### config.mk
export PLATFORM = sky130hd
export DESIGN_NAME = srh_ctrl
export DESIGN_NICKNAME = d
export VERILOG_FILES = /design/src/srh_pkg.sv /design/src/srh_ctrl.sv /design/src/srh_sync.sv
export SDC_FILE = /design/constraint.sdc
export NUM_CORES = 1
export LEC_CHECK = 0
export ABC_AREA = 1
export BUFFER_PORTS_ARGS = -buffer_cell sky130_fd_sc_hd__buf_2
export CORE_MARGIN = 4
export CORE_UTILIZATION = 53
export CTS_BUF_LIST = sky130_fd_sc_hd__clkbuf_2
export DETAILED_ROUTE_END_ITERATION = 8
export GPL_ROUTABILITY_DRIVEN = 0
export PLACE_DENSITY = 0.82
export SYNTH_ARGS = -nofsm -noshare
export SYNTH_HDL_FRONTEND = slang
export SYNTH_SLANG_ARGS = --single-unit
### constraint.sdc
create_clock -name mclk_i -period 1.9 [get_ports mclk_i]
set_input_delay 0.38 -clock mclk_i [delete_from_list [all_inputs] [get_ports mclk_i]]
set_output_delay 0.38 -clock mclk_i [all_outputs]
set_load 0.03 [all_outputs]
### src/srh_pkg.sv
// Shared constants and carrier types for the static memory host controller
package srh_pkg;

  // ==========================================================================
  // Widths
  // ==========================================================================
  localparam int unsigned ADDR_W = 22;  // Enough for the x8 organisation
  localparam int unsigned DQ_W   = 16;  // Widest data organisation
  localparam int unsigned BE_W   = 2;   // One strobe per byte lane
  localparam int unsigned CNT_W  = 3;   // Phase counter width
  localparam int unsigned SYNC_STAGES = 2;  // Flops on the data input pins

  // ==========================================================================
  // Timing, in picoseconds as printed, and derived cycle counts
  // ==========================================================================
  localparam int unsigned CLK_PERIOD_PS = 8000;   // 125 MHz clock
  localparam int unsigned T_AS_PS       = 1500;   // Address setup
  localparam int unsigned T_WP_PS       = 7000;   // Pulse with gate high
  localparam int unsigned T_WP1_PS      = 10000;  // write_pulse_gate_low
  localparam int unsigned T_WR_PS       = 1500;   // write_recovery_time
  localparam int unsigned T_AA_PS       = 10000;  // Address access
  localparam int unsigned T_HZ_PS       = 5000;   // Output release

  // Least time to whole cycles, never below one
  function automatic int unsigned min_cycles(input int unsigned ps);
    int unsigned c;
    c = (ps + CLK_PERIOD_PS - 1) / CLK_PERIOD_PS;
    return (c < 1) ? 1 : c;
  endfunction

  localparam int unsigned AS_CYC  = min_cycles(T_AS_PS);
  localparam int unsigned WP_CYC  = min_cycles(T_WP_PS);
  localparam int unsigned WP1_CYC = min_cycles(T_WP1_PS);
  localparam int unsigned WR_CYC  = min_cycles(T_WR_PS);
  localparam int unsigned AA_CYC  = min_cycles(T_AA_PS);
  localparam int unsigned HZ_CYC  = min_cycles(T_HZ_PS);
  // Access plus synchroniser delay plus one cycle of margin
  localparam int unsigned RD_CYC  = AA_CYC + SYNC_STAGES + 1;

  // ==========================================================================
  // Reset values of the pins (everything deselected)
  // ==========================================================================
  localparam logic PIN_IDLE_N = 1'b1;

  // ==========================================================================
  // Types
  // ==========================================================================
  // Controller states, one-hot
  typedef enum logic [5:0] {
    ST_IDLE     = 6'h01,
    ST_WR_SETUP = 6'h02,
    ST_WR_PULSE = 6'h04,
    ST_WR_RECOV = 6'h08,
    ST_RD_ACC   = 6'h10,
    ST_RD_TURN  = 6'h20
  } srh_state_t;

  // User request
  typedef struct packed {
    logic              we;      // 1 = write, 0 = read
    logic [ADDR_W-1:0] addr;    // Word address
    logic [DQ_W-1:0]   wdata;   // Write data
    logic [BE_W-1:0]   be;      // Byte enables, bit 0 = low lane
  } srh_req_t;

  // Pins driven towards the memory
  typedef struct packed {
    logic              cs_n;                 // Chip select
    logic              we_n;                 // Write strobe
    logic              oe_n;                 // Output gate
    logic              upper_byte_strobe_n;  // Lane 8..15
    logic              lower_byte_strobe_n;  // Lane 0..7
    logic [ADDR_W-1:0] addr;                 // Address pins
    logic [DQ_W-1:0]   dq;                   // Data out
    logic [DQ_W-1:0]   dq_oe;                // Data drive enable
  } srh_pins_t;

endpackage

### src/srh_ctrl.sv
// Host controller driving an asynchronous static memory with common data pins
`timescale 1ns/1ns
module srh_ctrl #(
  parameter int unsigned DATA_W = 16  // 16 or 8 bit organisation
) (
  // Clock and reset
  input  wire logic               mclk_i,
  input  wire logic               rstn_i,
  // Request port
  input  wire logic               req_valid_i,
  output logic                    req_ready_o,
  input  wire srh_pkg::srh_req_t  req_i,
  // Answer port
  output logic                    resp_valid_o,
  output logic [srh_pkg::DQ_W-1:0] rdata_o,
  // Memory pins
  output srh_pkg::srh_pins_t      pins_o,
  input  wire logic [srh_pkg::DQ_W-1:0] dq_i
);

  // ==========================================================================
  // Elaboration check
  // ==========================================================================
  if (DATA_W != 8 && DATA_W != 16) begin : g_bad_width
    $error("DATA_W must be 8 or 16");
  end

  localparam logic [srh_pkg::DQ_W-1:0] LANE_MASK =
    (DATA_W == 16) ? 16'hffff : 16'h00ff;
  localparam logic [srh_pkg::CNT_W-1:0] AS_END =
    srh_pkg::CNT_W'(srh_pkg::AS_CYC - 1);
  localparam logic [srh_pkg::CNT_W-1:0] WP_END =
    srh_pkg::CNT_W'(srh_pkg::WP_CYC - 1);
  localparam logic [srh_pkg::CNT_W-1:0] WP1_END =
    srh_pkg::CNT_W'(srh_pkg::WP1_CYC - 1);
  localparam logic [srh_pkg::CNT_W-1:0] WR_END =
    srh_pkg::CNT_W'(srh_pkg::WR_CYC - 1);
  localparam logic [srh_pkg::CNT_W-1:0] RD_END =
    srh_pkg::CNT_W'(srh_pkg::RD_CYC - 1);
  localparam logic [srh_pkg::CNT_W-1:0] HZ_END =
    srh_pkg::CNT_W'(srh_pkg::HZ_CYC - 1);

  // ==========================================================================
  // State
  // ==========================================================================
  typedef struct packed {
    srh_pkg::srh_state_t         state;  // Sequencer
    logic [srh_pkg::CNT_W-1:0]   cnt;    // Cycles within a phase
    logic                        resp;   // Answer pulse
    logic [srh_pkg::DQ_W-1:0]    rdata;  // Captured read data
    srh_pkg::srh_pins_t          pins;   // Registered pin levels
  } srh_ctrl_st_t;

  srh_ctrl_st_t st_reg;   // Current state
  srh_ctrl_st_t st_next;  // Next state
  logic [srh_pkg::DQ_W-1:0] dq_sync;  // Retimed data pins

  // Strobe levels for a request, disabled lanes stay high, and both stay high in x8 mode
  function automatic logic [1:0] lane_strobes_n(input logic [1:0] be);
    if (DATA_W == 16) begin
      return ~be;
    end
    return 2'b11;
  endfunction

  // Pins parked: deselected, nothing driven
  function automatic srh_pkg::srh_pins_t pins_park(
    input srh_pkg::srh_pins_t p);
    srh_pkg::srh_pins_t q;
    q = p;
    q.cs_n = srh_pkg::PIN_IDLE_N;
    q.we_n = srh_pkg::PIN_IDLE_N;
    q.oe_n = srh_pkg::PIN_IDLE_N;
    q.upper_byte_strobe_n = srh_pkg::PIN_IDLE_N;
    q.lower_byte_strobe_n = srh_pkg::PIN_IDLE_N;
    q.dq_oe = '0;
    return q;
  endfunction

  // ==========================================================================
  // Read data synchroniser
  // ==========================================================================
  srh_sync #(
    .WIDTH (srh_pkg::DQ_W)
  ) u_sync (
    .mclk_i (mclk_i),
    .rstn_i (rstn_i),
    .d_i    (dq_i),
    .q_o    (dq_sync)
  );

  // ==========================================================================
  // Sequencer
  // ==========================================================================
  // Next state; pins only change as whole phases so no glitch reaches them
  always_comb begin
    st_next      = st_reg;
    st_next.resp = 1'b0;
    st_next.cnt  = st_reg.cnt + 1'b1;
    case (st_reg.state)
      srh_pkg::ST_IDLE: begin
        st_next.cnt = '0;
        if (req_valid_i) begin
          // Address set as select falls, never address late
          st_next.pins.addr = req_i.addr;
          st_next.pins.dq   = req_i.wdata & LANE_MASK;
          st_next.pins.cs_n = 1'b0;
          st_next.pins.we_n = 1'b1;
          {st_next.pins.upper_byte_strobe_n,
           st_next.pins.lower_byte_strobe_n} = lane_strobes_n(req_i.be);
          if (req_i.we) begin
            // Gate kept high during writes: shorter pulse, no fight
            st_next.pins.oe_n = 1'b1;
            st_next.state     = srh_pkg::ST_WR_SETUP;
          end else begin
            st_next.pins.oe_n = 1'b0;
            st_next.state     = srh_pkg::ST_RD_ACC;
          end
        end
      end
      srh_pkg::ST_WR_SETUP: begin
        // Select already low, so the strobe fall starts the write
        if (st_reg.cnt == AS_END) begin
          st_next.pins.we_n  = 1'b0;
          st_next.pins.dq_oe = LANE_MASK & ~(st_reg.pins.oe_n ? 16'h0000
                                                               : 16'hffff);
          st_next.cnt        = '0;
          st_next.state      = srh_pkg::ST_WR_PULSE;
        end
      end
      srh_pkg::ST_WR_PULSE: begin
        // Pulse length follows the output gate level
        if (st_reg.cnt == (st_reg.pins.oe_n ? WP_END : WP1_END)) begin
          st_next.pins.we_n = 1'b1;
          st_next.cnt       = '0;
          st_next.state     = srh_pkg::ST_WR_RECOV;
        end
      end
      srh_pkg::ST_WR_RECOV: begin
        // Address and data held until recovery is over
        if (st_reg.cnt == WR_END) begin
          st_next.pins  = pins_park(st_reg.pins);
          st_next.resp  = 1'b1;
          st_next.cnt   = '0;
          st_next.state = srh_pkg::ST_IDLE;
        end
      end
      srh_pkg::ST_RD_ACC: begin
        // Capture after access plus retiming delay
        if (st_reg.cnt == RD_END) begin
          st_next.rdata = dq_sync & LANE_MASK;
          st_next.pins  = pins_park(st_reg.pins);
          st_next.resp  = 1'b1;
          st_next.cnt   = '0;
          st_next.state = srh_pkg::ST_RD_TURN;
        end
      end
      srh_pkg::ST_RD_TURN: begin
        // Let the memory release the bus before anyone drives it
        if (st_reg.cnt == HZ_END) begin
          st_next.cnt   = '0;
          st_next.state = srh_pkg::ST_IDLE;
        end
      end
      default: begin
        st_next.pins  = pins_park(st_reg.pins);
        st_next.cnt   = '0;
        st_next.state = srh_pkg::ST_IDLE;
      end
    endcase
  end

  // State register
  always_ff @(posedge mclk_i or negedge rstn_i) begin
    if (!rstn_i) begin
      st_reg            <= '0;
      st_reg.state      <= srh_pkg::ST_IDLE;
      st_reg.pins.cs_n  <= srh_pkg::PIN_IDLE_N;
      st_reg.pins.we_n  <= srh_pkg::PIN_IDLE_N;
      st_reg.pins.oe_n  <= srh_pkg::PIN_IDLE_N;
      st_reg.pins.upper_byte_strobe_n <= srh_pkg::PIN_IDLE_N;
      st_reg.pins.lower_byte_strobe_n <= srh_pkg::PIN_IDLE_N;
    end else begin
      st_reg <= st_next;
    end
  end

  // ==========================================================================
  // Outputs
  // ==========================================================================
  assign req_ready_o  = (st_reg.state == srh_pkg::ST_IDLE);
  assign resp_valid_o = st_reg.resp;
  assign rdata_o      = st_reg.rdata;
  assign pins_o       = st_reg.pins;

  // ==========================================================================
  // Checks
  // ==========================================================================
  logic [srh_pkg::CNT_W:0] wp_len;  // Low time of the write strobe

  // Measure write strobe low time
  always_ff @(posedge mclk_i or negedge rstn_i) begin
    if (!rstn_i) begin
      wp_len <= '0;
    end else if (!pins_o.we_n) begin
      wp_len <= wp_len + 1'b1;
    end else begin
      wp_len <= '0;
    end
  end
endmodule

### src/srh_sync.sv
// Two-flop synchroniser for the data pins read back from the memory
`timescale 1ns/1ns
module srh_sync #(
  parameter int unsigned WIDTH = 16
) (
  // Clock and reset
  input  wire logic             mclk_i,
  input  wire logic             rstn_i,
  // Asynchronous in, synchronous out
  input  wire logic [WIDTH-1:0] d_i,
  output logic      [WIDTH-1:0] q_o
);

  // ==========================================================================
  // Two stages; only the second stage reads the first
  // ==========================================================================
  logic [WIDTH-1:0] meta_reg;  // First stage, may be metastable

  // Sample pins, then retime
  always_ff @(posedge mclk_i or negedge rstn_i) begin
    if (!rstn_i) begin
      meta_reg <= '0;
      q_o      <= '0;
    end else begin
      meta_reg <= d_i;
      q_o      <= meta_reg;
    end
  end

endmodule

==> flow_summary.json <==
{
  "status": "complete, but fails checks",
  "violations": "negative setup slack",
  "antenna_found_initial": 0,
  "dp_cells": 651,
  "drtIter0Drc": 165,
  "die_area_um2": 10200,
  "cp-end-kind": "output port",
  "numClockSinks": 102,
  "path_cells": "inv_2 > nor2_4 > nand3_4 > inv_4 > buf_6",
  "p_leak_nw": 3.12,
  "fin_crit_sh_pct": 105,
  "critPathMaxStageDelay_ns": 0.61,
  "drc": 0,
  "crit_type": "reg -> out",
  "p_sw_mw": 3.67,
  "grt_max_degree": 46,
  "clockBufferDepth": 2,
  "maxCapViolations": 0,
  "cp.arrival_ns": 1.62,
  "fmax_mhz": 499,
  "finalCoreUtilization_pct": 66.3,
  "cts_made_buffers": 9,
  "slew_headroom_pct": 70.5,
  "syn_to_final_growth_pct": 20.0,
  "powerDensity_nw_per_um2": 1410,
  "ios": 137,
  "crit_path_top_delay_cell": "dfstp_2",
  "portBuffers": 136,
  "grt.met2_usage_pct": 34.9,
  "coreArea_um2": 8300,
  "cp.required_ns": 1.52,
  "swShare_pct": 47.3,
  "syn-num-nets": 555,
  "path_max_fanout": 2,
  "synth_area_um2": 4580,
  "finalWirelength_um": 10400,
  "combPwrFrac_pct": 47.8,
  "hold_viol_final": 0,
  "seqPwrFrac_pct": 39.4,
  "wl_per_cell_um": 14.3,
  "syn_inst": 493,
  "final_cells": 726,
  "met3_usage_pct": 4.71,
  "layout_min_cycle_time_ns": 2.00,
  "fillers": 636,
  "rows": 33,
  "tritoncts": "yes",
  "htree_num_levels": 3,
  "gr-total-overflow": 0,
  "ys_seq_area_share_pct": 55.8,
  "grt_most_used_layer": "met2",
  "setup_viol": 1,
  "initial_utilization_pct": 55.2,
  "finalWorstSetupSlack_ns": -0.104,
  "postSynthAreaPerCell_um2": 9.30,
  "clockRootBuffer": "clkbuf_2",
  "die_y_um": 101,
  "fin_skew_ns": 0.0343,
  "nets": 677,
  "grt_pass1_wl_um": 16700,
  "worst_slew_pin_slew_ns": 0.443,
  "ant_nets": 0,
  "num_vias": 3638,
  "dp_hpwl_um": 6700,
  "largest_reg_flops": 44,
  "max-vdd-ir-drop_mv": 0.694,
  "timing.hold.ws_ns": 0.0459,
  "clock_latency_ns": 0.57,
  "yosysUniqueCellTypes": 25,
  "finalSetupTns_ns": -0.104,
  "multiInputGateArea_um2": 1260,
  "worstHoldPathType": "in -> reg",
  "synth-seq-cells": 102,
  "drive_gt1_share_pct": 30.6,
  "viasPerCell": 5.01,
  "final-max-slew-violation-count": 0,
  "start_kind": "flop",
  "p_int_mw": 4.10,
  "grt_pass1_vias": 3517,
  "ys_warn_count": 0,
  "die_w_um": 101,
  "clk_pin_slew_ns": 0.30,
  "pre_cts_ws_ns": 0.238,
  "clkPwrFrac_pct": 12.8,
  "grt_setup_unrepaired": "true",
  "grtUsageTotal_pct": 20.7,
  "regArea_um2": 2560,
  "grt_use_met1_pct": 25.2,
  "drtPass1Iterations": 5
}
[power by group through the flow]
stage	clock network (mW)	logic, mW	registers, mW
6_report	0.998	3.71	3.06
5_1_grt	1.12	4.04	3.12
4_1_cts	1.03	3.67	3.05
3_5_place_dp	0	3.43	3.10
3_3_place_gp	0	3.33	3.08
2_1_floorplan	0	3.26	3.03
[metrics by stage]
stage / area [µm²] / total power, mW
3_3_place_gp: 4800 / 6.41
6_report: 5500 / 7.77
4_1_cts: 5470 / 7.74
2_1_floorplan: 4580 / 6.29
3_5_place_dp: 4800 / 6.53
5_1_grt: 5500 / 8.28
[synthesized netlist by cell type]
| library cell | n | area, µm² |
|---|---|---|
| nor3_1 | 2 | 10.0 |
| buf_4 | 79 | 593 |
| a21oi_1 | 4 | 20.0 |
| nand2_1 | 165 | 619 |
| inv_2 | 4 | 15.0 |
| inv_1 | 21 | 78.8 |
| nand4_1 | 8 | 50.1 |
| nor2_1 | 12 | 45.0 |
| nand3b_1 | 2 | 15.0 |
| buf_6 | 4 | 45.0 |
| clkbuf_1 | 5 | 18.8 |
| nor2_4 | 2 | 22.5 |
| nand4_4 | 1 | 21.3 |
| nand3_1 | 54 | 270 |
| dfstp_2 | 6 | 158 |
| o21ai_0 | 6 | 30.0 |
| ha_1 | 2 | 25.0 |
| buf_2 | 4 | 20.0 |
| o21ai_1 | 3 | 15.0 |
| nand3_2 | 6 | 60.1 |
| xor2_1 | 1 | 8.76 |
| o211ai_1 | 1 | 7.51 |
| dfrtp_1 | 96 | 2400 |
| nor2_2 | 4 | 25.0 |
| xnor2_1 | 1 | 8.76 |
[worst paths after layout]
check / cells after the start / from / slack [ns] / end
max in group asynchronous: 3 / rstn_i / 1.03 / pins_o[55]
min in group asynchronous: 2 / rstn_i / 0.21 / u_sync.q_o[4]
min: 3 / req_i[20] / 0.05 / pins_o[34]
max: 5 / st_reg[79] / -0.10 / req_ready_o
max reg2reg: 8 / st_reg[76] / 0.20 / rdata_o[9]
min reg2reg: 0 / u_sync.meta_reg[13] / 0.39 / u_sync.q_o[13]
[cell usage in the layout, fill, tap and decap left out, types with 3 or more instances in the layout]
master         count
dfstp_2            6
o21ai_0            6
nor2_2             4
nand4_1            8
clkbuf_2           9
dfrtp_1           95
inv_2              3
nand3_1           54
buf_4             14
buf_2            134
o21ai_1            3
nand3_2            5
a21oi_1            4
nor2_1            12
nand2_1          165
dlygate4sd3_1     53
inv_1             21
[area by class of cell]
class                           instances  area share [%]
Sequential cell                       102            46.6
Timing Repair Buffer                  203            24.3
Multi-Input combinational cell        274            22.9
Tap cell                              105            2.39
Inverter                               25            1.75
Clock inverter                          7            1.18
Clock buffer                            9           0.819
Antenna cell                            1          0.0455
[layer usage]
metal	vias up	routed length, µm	part of all wire (%)
met4	0	405	3.9
met2	172	5340	52
met1	1698	3910	38
li1	1724	-	-
met5	-	0	0
met3	44	704	6.8
[what timing repair did]
action,in CTS,in global routing
setup endpoints to repair,1,17
gates resized for setup,4,1
endpoints found under the hold margin,78,2
pin swaps,1,1
hold buffers,51,2
setup buffers,4,1
[cell families after synthesis]
group / share of synthesized area, %
adder cells (fa/ha/maj): 0.546
flip-flops: 55.8
AO/OA/AOI/OAI: 1.58
XOR/XNOR: 0.382
AND/OR/NAND/NOR: 24.8
buffers and inverters: 16.8
[worst max-delay path: cells and delay by family (launching register included)]
| family | cells | cell delay, ns |
|---|---|---|
| buffers and inverters | 3 | 0.24 |
| DFF | 1 | 0.61 |
| and+or+nand+nor | 2 | 0.19 |
(Power assumes the default switching activity.)
